===== src/hw/tbc_pkg.sv =====
// constants and register map of the timebase counter
// How it works
// - setting run resumes counting from the held count, never clearing it
// - the 8-bit count increments once per prescaler output tick
// - wrap from ff to 00 sets the rollover flag and may request interrupt
// - software may write the count anytime; counting continues from that value
// - chain bit set makes a 16-bit counter, this count as high byte
// - when chained, the auto-reload timer low byte wrap (ff on its clock) advances the counter, not the prescaler
// - bit 7 of control/status always reads 0; writes to it are ignored
// - bit 6 is the read/write chain enable: 0 independent, 1 chained
// - rollover flag in bit 5 set only by hardware, cleared by reading control/status
// - writing the rollover flag bit position leaves the flag unchanged
// - bit 4 is interrupt enable; when 1, interrupt requested while flag is 1
// - bit 3 is run: 0 freezes count and resets prescaler, 1 runs the count and, when not chained, the prescaler
// - divider codes 000 to 111 give division by 2 up to 256
// - reset clears count and control/status to 00, stopped, interrupt off
package tbc_pkg;
   localparam int unsigned DATA_W        = 8;
   localparam int unsigned DIV_W         = 3;
   localparam int unsigned PRESC_W       = 8;
   localparam int unsigned ADDR_W        = 8;
   localparam int unsigned EVT_W         = 2;

   // register indices; byte address is four times the index
   localparam logic [ADDR_W-1:0] COUNT_IDX  = 8'h36;
   localparam logic [ADDR_W-1:0] CSR_IDX    = 8'h37;
   localparam logic [ADDR_W-1:0] STAT_IDX   = 8'h38;
   localparam logic [ADDR_W-1:0] CLR_IDX    = 8'h39;
   localparam logic [ADDR_W-1:0] EN_IDX     = 8'h3a;
   localparam logic [ADDR_W-1:0] COUNT_ADDR = ADDR_W'(COUNT_IDX * 4);
   localparam logic [ADDR_W-1:0] CSR_ADDR   = ADDR_W'(CSR_IDX * 4);
   localparam logic [ADDR_W-1:0] STAT_ADDR  = ADDR_W'(STAT_IDX * 4);
   localparam logic [ADDR_W-1:0] CLR_ADDR   = ADDR_W'(CLR_IDX * 4);
   localparam logic [ADDR_W-1:0] EN_ADDR    = ADDR_W'(EN_IDX * 4);

   // control/status fields
   localparam int unsigned CSR_RSVD_BIT  = 7;
   localparam int unsigned CSR_CHAIN_BIT = 6;
   localparam int unsigned CSR_FLAG_BIT  = 5;
   localparam int unsigned CSR_IRQEN_BIT = 4;
   localparam int unsigned CSR_RUN_BIT   = 3;
   localparam int unsigned CSR_DIV_LSB   = 0;

   // event status fields
   localparam int unsigned EVT_ROLL_BIT  = 0;
   localparam int unsigned EVT_WRITE_BIT = 1;

   localparam logic [DATA_W-1:0]  COUNT_RST = 8'h00;
   localparam logic [DATA_W-1:0]  CSR_RST   = 8'h00;
   localparam logic [DATA_W-1:0]  COUNT_MAX = 8'hff;
   localparam logic [EVT_W-1:0]   EVT_RST   = 2'h0;
   localparam logic [PRESC_W-1:0] PRESC_RST = 8'h00;

   localparam logic [1:0] RESP_OKAY   = 2'h0;
   localparam logic [1:0] RESP_SLVERR = 2'h2;
endpackage : tbc_pkg


===== src/hw/tbc_event_irq.sv =====
// sticky event status, enable mask and interrupt level
`timescale 1ns/10ps
module tbc_event_irq (
   input  wire logic                       aclk,
   input  wire logic                       aresetn,
   input  wire logic [tbc_pkg::EVT_W-1:0]  events,
   input  wire logic                       clr_we,
   input  wire logic [tbc_pkg::EVT_W-1:0]  clr_data,
   input  wire logic                       en_we,
   input  wire logic [tbc_pkg::EVT_W-1:0]  en_data,
   output logic      [tbc_pkg::EVT_W-1:0]  status,
   output logic      [tbc_pkg::EVT_W-1:0]  enable,
   output logic                            irq
);
   logic [tbc_pkg::EVT_W-1:0] status_reg;
   logic [tbc_pkg::EVT_W-1:0] enable_reg;

   // a new event beats a clear in the same cycle
   genvar i;
   generate
      for (i = 0; i < tbc_pkg::EVT_W; i++) begin : g_stat
         always_ff @(posedge aclk) begin
            if (!aresetn) begin
               status_reg[i] <= 1'b0;
            end else begin
               status_reg[i] <= events[i] || (status_reg[i] && !(clr_we && clr_data[i]));
            end
         end
      end
   endgenerate

   always_ff @(posedge aclk) begin
      if (!aresetn) begin
         enable_reg <= tbc_pkg::EVT_RST;
      end else if (en_we) begin
         enable_reg <= en_data;
      end
   end

   assign status = status_reg;
   assign enable = enable_reg;
   assign irq    = |(status_reg & enable_reg);
endmodule : tbc_event_irq


===== src/hw/tbc_prescaler.sv =====
// power-of-two prescaler for the timebase counter
`timescale 1ns/10ps
module tbc_prescaler (
   input  wire logic                          aclk,
   input  wire logic                          aresetn,
   input  wire logic                          clear,
   input  wire logic                          advance,
   input  wire logic [tbc_pkg::DIV_W-1:0]     div_sel,
   output logic                               tick
);
   logic [tbc_pkg::PRESC_W-1:0] presc_reg;
   logic [tbc_pkg::PRESC_W-1:0] mask;

   // low div_sel+1 bits take part in the terminal count
   genvar i;
   generate
      for (i = 0; i < tbc_pkg::PRESC_W; i++) begin : g_mask
         assign mask[i] = (i <= int'(div_sel));
      end
   endgenerate

   // held in reset while stopped, frozen while halted
   always_ff @(posedge aclk) begin
      if (!aresetn || clear) begin
         presc_reg <= tbc_pkg::PRESC_RST;
      end else if (advance) begin
         presc_reg <= presc_reg + 8'h01;
      end
   end

   assign tick = advance && !clear && ((presc_reg & mask) == mask);
endmodule : tbc_prescaler


===== src/hw/tbc_timebase.sv =====
// timebase counter top with axi4-lite register slave
`timescale 1ns/10ps
module tbc_timebase (
   input  wire logic                         aclk,
   input  wire logic                         aresetn,
   // axi4-lite slave
   input  wire logic [tbc_pkg::ADDR_W-1:0]   s_axi_awaddr,
   input  wire logic                         s_axi_awvalid,
   output logic                              s_axi_awready,
   input  wire logic [31:0]                  s_axi_wdata,
   input  wire logic [3:0]                   s_axi_wstrb,
   input  wire logic                         s_axi_wvalid,
   output logic                              s_axi_wready,
   output logic [1:0]                        s_axi_bresp,
   output logic                              s_axi_bvalid,
   input  wire logic                         s_axi_bready,
   input  wire logic [tbc_pkg::ADDR_W-1:0]   s_axi_araddr,
   input  wire logic                         s_axi_arvalid,
   output logic                              s_axi_arready,
   output logic [31:0]                       s_axi_rdata,
   output logic [1:0]                        s_axi_rresp,
   output logic                              s_axi_rvalid,
   input  wire logic                         s_axi_rready,
   // auto-reload timer low byte and its counting clock
   input  wire logic                         art_tick,
   input  wire logic [tbc_pkg::DATA_W-1:0]   art_low_count,
   // system state
   input  wire logic                         halt_mode,
   // interrupt and count
   output logic                              irq,
   output logic [tbc_pkg::DATA_W-1:0]        count_value
);
   // write address and data holding
   logic                           aw_held_reg;
   logic [tbc_pkg::ADDR_W-1:0]     awaddr_reg;
   logic                           w_held_reg;
   logic [tbc_pkg::DATA_W-1:0]     wdata_reg;
   logic                           wlane0_reg;
   logic                           bvalid_reg;
   logic [1:0]                     bresp_reg;
   logic                           rvalid_reg;
   logic [tbc_pkg::DATA_W-1:0]     rdata_reg;
   logic [1:0]                     rresp_reg;
   logic                           rd_csr_reg;

   // block state
   logic [tbc_pkg::DATA_W-1:0]     count_reg;
   logic                           chain_reg;
   logic                           flag_reg;
   logic                           irqen_reg;
   logic                           run_reg;
   logic [tbc_pkg::DIV_W-1:0]      div_reg;

   logic                           do_write;
   logic                           wr_count;
   logic                           wr_csr;
   logic                           wr_clr;
   logic                           wr_en;
   logic                           wr_mapped;
   logic                           rd_take;
   logic                           rd_csr;
   logic                           rd_mapped;
   logic [tbc_pkg::DATA_W-1:0]     rd_value;
   logic [tbc_pkg::DATA_W-1:0]     csr_value;
   logic                           active;
   logic                           presc_tick;
   logic                           art_wrap;
   logic                           inc;
   logic                           wrap;
   logic [tbc_pkg::EVT_W-1:0]      events;
   logic [tbc_pkg::EVT_W-1:0]      evt_status;
   logic [tbc_pkg::EVT_W-1:0]      evt_enable;
   logic                           evt_irq;

   // write channel
   assign s_axi_awready = !aw_held_reg;
   assign s_axi_wready  = !w_held_reg;
   assign do_write      = aw_held_reg && w_held_reg && !bvalid_reg;

   always_ff @(posedge aclk) begin
      if (!aresetn) begin
         aw_held_reg <= 1'b0;
         awaddr_reg  <= '0;
      end else if (s_axi_awvalid && !aw_held_reg) begin
         aw_held_reg <= 1'b1;
         awaddr_reg  <= s_axi_awaddr;
      end else if (do_write) begin
         aw_held_reg <= 1'b0;
      end
   end

   always_ff @(posedge aclk) begin
      if (!aresetn) begin
         w_held_reg <= 1'b0;
         wdata_reg  <= '0;
         wlane0_reg <= 1'b0;
      end else if (s_axi_wvalid && !w_held_reg) begin
         w_held_reg <= 1'b1;
         wdata_reg  <= s_axi_wdata[tbc_pkg::DATA_W-1:0];
         wlane0_reg <= s_axi_wstrb[0];
      end else if (do_write) begin
         w_held_reg <= 1'b0;
      end
   end

   always_comb begin
      wr_mapped = 1'b1;
      case (awaddr_reg)
         tbc_pkg::COUNT_ADDR,
         tbc_pkg::CSR_ADDR,
         tbc_pkg::STAT_ADDR,
         tbc_pkg::CLR_ADDR,
         tbc_pkg::EN_ADDR:     wr_mapped = 1'b1;
         default:              wr_mapped = 1'b0;
      endcase
   end

   assign wr_count = do_write && wlane0_reg && (awaddr_reg == tbc_pkg::COUNT_ADDR);
   assign wr_csr   = do_write && wlane0_reg && (awaddr_reg == tbc_pkg::CSR_ADDR);
   assign wr_clr   = do_write && wlane0_reg && (awaddr_reg == tbc_pkg::CLR_ADDR);
   assign wr_en    = do_write && wlane0_reg && (awaddr_reg == tbc_pkg::EN_ADDR);

   always_ff @(posedge aclk) begin
      if (!aresetn) begin
         bvalid_reg <= 1'b0;
         bresp_reg  <= tbc_pkg::RESP_OKAY;
      end else if (do_write) begin
         bvalid_reg <= 1'b1;
         bresp_reg  <= wr_mapped ? tbc_pkg::RESP_OKAY : tbc_pkg::RESP_SLVERR;
      end else if (s_axi_bready) begin
         bvalid_reg <= 1'b0;
      end
   end

   assign s_axi_bvalid = bvalid_reg;
   assign s_axi_bresp  = bresp_reg;

   // read channel
   assign s_axi_arready = !rvalid_reg;
   assign rd_take       = s_axi_arvalid && !rvalid_reg;
   assign rd_csr        = rd_take && (s_axi_araddr == tbc_pkg::CSR_ADDR);

   // reserved bit 7 is a constant zero
   assign csr_value = {1'b0, chain_reg, flag_reg, irqen_reg, run_reg, div_reg};

   always_comb begin
      rd_value  = '0;
      rd_mapped = 1'b1;
      case (s_axi_araddr)
         tbc_pkg::COUNT_ADDR: rd_value = count_reg;
         tbc_pkg::CSR_ADDR:   rd_value = csr_value;
         tbc_pkg::STAT_ADDR:  rd_value = {{(tbc_pkg::DATA_W-tbc_pkg::EVT_W){1'b0}}, evt_status};
         tbc_pkg::CLR_ADDR:   rd_value = '0;
         tbc_pkg::EN_ADDR:    rd_value = {{(tbc_pkg::DATA_W-tbc_pkg::EVT_W){1'b0}}, evt_enable};
         default:             rd_mapped = 1'b0;
      endcase
   end

   always_ff @(posedge aclk) begin
      if (!aresetn) begin
         rvalid_reg <= 1'b0;
         rdata_reg  <= '0;
         rresp_reg  <= tbc_pkg::RESP_OKAY;
         rd_csr_reg <= 1'b0;
      end else if (rd_take) begin
         rvalid_reg <= 1'b1;
         rdata_reg  <= rd_value;
         rresp_reg  <= rd_mapped ? tbc_pkg::RESP_OKAY : tbc_pkg::RESP_SLVERR;
         rd_csr_reg <= rd_csr;
      end else if (s_axi_rready) begin
         rvalid_reg <= 1'b0;
      end
   end

   assign s_axi_rvalid = rvalid_reg;
   assign s_axi_rdata  = {24'h000000, rdata_reg};
   assign s_axi_rresp  = rresp_reg;

   // control fields
   always_ff @(posedge aclk) begin
      if (!aresetn) begin
         chain_reg <= tbc_pkg::CSR_RST[tbc_pkg::CSR_CHAIN_BIT];
         irqen_reg <= tbc_pkg::CSR_RST[tbc_pkg::CSR_IRQEN_BIT];
         run_reg   <= tbc_pkg::CSR_RST[tbc_pkg::CSR_RUN_BIT];
         div_reg   <= tbc_pkg::CSR_RST[tbc_pkg::CSR_DIV_LSB +: tbc_pkg::DIV_W];
      end else if (wr_csr) begin
         chain_reg <= wdata_reg[tbc_pkg::CSR_CHAIN_BIT];
         irqen_reg <= wdata_reg[tbc_pkg::CSR_IRQEN_BIT];
         run_reg   <= wdata_reg[tbc_pkg::CSR_RUN_BIT];
         div_reg   <= wdata_reg[tbc_pkg::CSR_DIV_LSB +: tbc_pkg::DIV_W];
      end
   end

   // counting
   assign active = run_reg && !halt_mode;

   tbc_prescaler u_presc (
      .aclk    (aclk),
      .aresetn (aresetn),
      .clear   (!run_reg),
      .advance (active && !chain_reg),
      .div_sel (div_reg),
      .tick    (presc_tick)
   );

   assign art_wrap = art_tick && (art_low_count == tbc_pkg::COUNT_MAX);
   assign inc      = active && (chain_reg ? art_wrap : presc_tick);
   assign wrap     = inc && !wr_count && (count_reg == tbc_pkg::COUNT_MAX);

   // software write wins over an increment in the same cycle
   always_ff @(posedge aclk) begin
      if (!aresetn) begin
         count_reg <= tbc_pkg::COUNT_RST;
      end else if (wr_count) begin
         count_reg <= wdata_reg;
      end else if (inc) begin
         count_reg <= count_reg + 8'h01;
      end
   end

   // set by wrap only; read clears; set wins over clear
   always_ff @(posedge aclk) begin
      if (!aresetn) begin
         flag_reg <= tbc_pkg::CSR_RST[tbc_pkg::CSR_FLAG_BIT];
      end else begin
         flag_reg <= wrap || (flag_reg && !rd_csr);
      end
   end

   assign count_value = count_reg;

   // events and interrupt
   assign events[tbc_pkg::EVT_ROLL_BIT]  = wrap;
   assign events[tbc_pkg::EVT_WRITE_BIT] = wr_count && run_reg;

   tbc_event_irq u_evt (
      .aclk     (aclk),
      .aresetn  (aresetn),
      .events   (events),
      .clr_we   (wr_clr),
      .clr_data (wdata_reg[tbc_pkg::EVT_W-1:0]),
      .en_we    (wr_en),
      .en_data  (wdata_reg[tbc_pkg::EVT_W-1:0]),
      .status   (evt_status),
      .enable   (evt_enable),
      .irq      (evt_irq)
   );

   assign irq = (flag_reg && irqen_reg) || evt_irq;
endmodule : tbc_timebase


===== config.mk =====
export PLATFORM = sky130hd
export DESIGN_NAME = tbc_timebase
export DESIGN_NICKNAME = d
export VERILOG_FILES = /design/src/hw/tbc_pkg.sv /design/src/hw/tbc_event_irq.sv /design/src/hw/tbc_prescaler.sv /design/src/hw/tbc_timebase.sv
export SDC_FILE = /design/constraint.sdc
export NUM_CORES = 1
export LEC_CHECK = 0
export ABC_AREA = 1
export BUFFER_PORTS_ARGS = -buffer_cell sky130_fd_sc_hd__clkbuf_2
export CORE_UTILIZATION = 30
export CTS_BUF_LIST = sky130_fd_sc_hd__clkbuf_4 sky130_fd_sc_hd__clkbuf_8
export CTS_CLUSTER_DIAMETER = 150
export DETAILED_ROUTE_END_ITERATION = 16
export HOLD_SLACK_MARGIN = 0.06
export PLACE_DENSITY = 0.59
export SLEW_MARGIN = 30
export SYNTH_ARGS = -nofsm -noshare
export SYNTH_HDL_FRONTEND = slang
export SYNTH_SLANG_ARGS = --single-unit

===== constraint.sdc =====
create_clock -name aclk -period 2.4 [get_ports aclk]
set_input_delay 0 -clock aclk [delete_from_list [all_inputs] [get_ports aclk]]
set_output_delay 0 -clock aclk [all_outputs]
set_load 0.1 [all_outputs]

==> key figures <==
Outcome
  – Status: finished clean

Route
  – Drt first pass iters: 6
  – Routed wire per std cell: 10.8 microns
  – Drt drc: 0
  – Vias/cell: 4.42
  – Vias: 2804
  – Total wire length: 6860 microns
  – DRT iter0 DRCs: 121
  – ANT nets after route: 0

Critical path
  – CP max stage delay: 0.39 ns
  – Crit-path slowest cell: nand3b_1
  – Top delay family on crit path: simple AND/OR/NAND/NOR gates
  – WP buf/inv: 1
  – CP max FO: 12
  – CP required: 2.61 ns
  – Critical Path Source Type: flip-flop
  – Worst-path cell chain: inv_1, nor3_4, nand3_1, nand3b_1, o21ai_0, a21oi_1
  – Critical path class: reg -> reg
  – Crit end category: flip-flop
  – Arrival @ worst endpoint: 1.82 ns

Synth
  – Most common cell in the netlist: nand2_1
  – Sequential share of the synthesized area: 0.389
  – Mapped Area: 2980 sq um
  – Commonest cells in the synthesized netlist: nand2_1, dfxtp_1, o21ai_0
  – Dominant cells by area after synthesis: dfxtp_1, nand2_1, o21ai_0, a21oi_1, buf_4
  – Post-synth top area share: 0.389
  – Leading area contributor after synthesis: dfxtp_1
  – Post-synth EDFFs: 0
  – FF+latch count, synth: 58
  – Avg Inst Size Synth: 7.25 sq um
  – Dominant synthesized flop cell: dfxtp_1
  – Mapped Cells: 411
  – Yosys cell types: 35
  – Async SR Flop Fraction: 0
  – Ys Warns: 0

Pwr
  – Comb pwr share: 0.181
  – Net switching power: 733 uW
  – Pwr Density: 623 nW/um^2
  – Worst VDD drop: 0.000351 V
  – Pint: 1.60 mW
  – P_leak: 1.54 nW
  – Sw frac: 0.314
  – Clk network pwr share: 0.382
  – Flop pwr share: 0.437
  – Pwr Total: 2.33 mW

CTS
  – CTS tree: done
  – Cts bufs inserted: 9
  – CTS Sinks: 58
  – Total setup buffers inserted after CTS: 0
  – Clock-pin slew on the worst setup and hold paths: 0.06 ns
  – H-Tree Depth: 3
  – Worst-skew pair later-pin latency: 0.33 ns
  – Clock buffer depth: 2
  – Root buf cell: clkbuf_8

STA
  – Final count of hold timing violations: 0
  – RSZ-0062 raised after global routing: false
  – Max Transition Viols Final: 0
  – Fmax: 0.621 GHz
  – Post-layout min period: 1.61 ns
  – Worst Slack Setup Final: 0.789 ns
  – Setup TNS: 0 ns
  – Period utilization: 0.671
  – Clock skew: 0.00535 ns
  – Setup violators final: 0
  – Max-Slew Margin vs Limit: 0.502
  – Tightest Pin Transition: 0.746 ns

Die
  – I/O Pins: 119
  – Die Y: 102 microns
  – Initial core utilization: 0.308
  – Chip width: 102 microns
  – Core footprint: 9680 sq um
  – Die ar.: 10300 sq um
  – Row count: 36

Global route
  – First-pass GRT wire length: 11300 microns
  – Initial antenna violation count: 0
  – Largest net degree at the start of global routing: 32
  – Gr ovfl total: 0
  – Vias in the first global route: 2526
  – GRT Total Usage: 0.140

Job
  – Max Cap Viol: 0

Placement
  – Placer Congestion: 0.819
  – Placed Area: 3320 sq um
  – Setup WS pre-CTS: 0.812 ns
  – DP HPWL: 5190 microns
  – Placed insts: 597
  – Count of input and output buffers: 65

Final layout
  – Layout cells sized above 1: 0.214
  – Post-route design area: 3740 sq um
  – Diode count: 0
  – Area delta synth->final: 25.4%
  – Fin nets: 569
  – Finished Layout Cells: 634

Min path
  – Worst hold path class: in -> reg
-- metal layers --
metal / wire length, microns / global-route usage / up-vias / part of all wire
met5: 0 / 0 / - / 0
met4: 74 / 0.0357 / 0 / 0.011
met3: 360 / 0.0455 / 10 / 0.052
met2: 3400 / 0.244 / 71 / 0.50
met1: 3030 / 0.164 / 1256 / 0.44
li1: - / - / 1467 / -
-- what timing repair did --
item,4_1_cts,5_1_grt
endpoints found under the hold margin,23,0
hold buffers,23,0
gates resized for setup,0,0
-- final timing paths --
kind / startpoint / endpoint / slack (ns) / cells past startpoint
setup / recovery: awaddr_reg[4] / div_reg[1] / 0.79 / 6
hold / removal: s_axi_araddr[3] / s_axi_rresp[1] / 0.12 / 5
setup reg to reg: awaddr_reg[4] / div_reg[1] / 0.79 / 6
hold reg to reg: u_presc.presc_reg[7] / u_presc.presc_reg[7] / 0.44 / 1
-- per-stage QoR --
stage                      util  hold WS (ns)
after CTS                 0.386         0.113
after detailed placement  0.343         0.227
after global routing      0.386         0.147
after global placement    0.343         0.223
final                     0.386         0.123
after floorplan               -         0.135
-- worst min-delay path, delay by kind of cell --
family	cells	cell delay (ns)
buffers and inverters	2	0.19
AND/OR/NAND/NOR	2	0.15
AO/OA/AOI/OAI	1	0.06
-- cell usage in the layout (no fill, tap or decap), types with 2 or more instances in the layout --
cell,count
a21oi_1,42
a21oi_2,4
clkbuf_2,65
clkbuf_8,11
clkinv_2,2
conb_1,26
dfxtp_1,57
dlygate4sd3_1,23
ha_1,2
inv_1,38
inv_2,2
nand2_1,71
nand2_2,5
nand2_4,2
nand3_1,22
nand3b_1,2
nand4_1,6
nor2_1,40
nor2_2,2
nor2_4,3
nor3_1,5
nor3_4,3
o21ai_0,49
o21ai_2,3
xnor2_1,2
xor2_1,3
-- cell families (layout without fill, tap and decap cells) --
group / after synthesis / count (layout) / synth area share
AOI/OAI and AO/OA: 103 / 103 / 0.185
xor gates and xnor gates: 5 / 5 / 0.0147
adders and majority gates: 2 / 2 / 0.00839
buffers and inverters: 79 / 144 / 0.140
DFF: 58 / 58 / 0.389
other: 1 / 26 / 0.00126
and+or+nand+nor: 163 / 163 / 0.261
-- power by group through the flow --
stage	sequential, mW	combinational [mW]	clock, mW
after floorplan	1.07	0.327	0
after global placement	1.04	0.391	0
after detailed placement	1.04	0.395	0
after CTS	1.02	0.424	0.902
after global routing	1.02	0.451	0.948
final	1.02	0.423	0.890
-- final cells by class --
class,instances,area [sq um]
fill,1038,5950
timing repair buffer,88,556
inverter,42,166
clock buffer,11,151
sequential,58,1160
clock inverter,3,40.0
tap,133,166
multi-input combinational,299,1500
No activity file was read; power rests on OpenSTA's default activity.
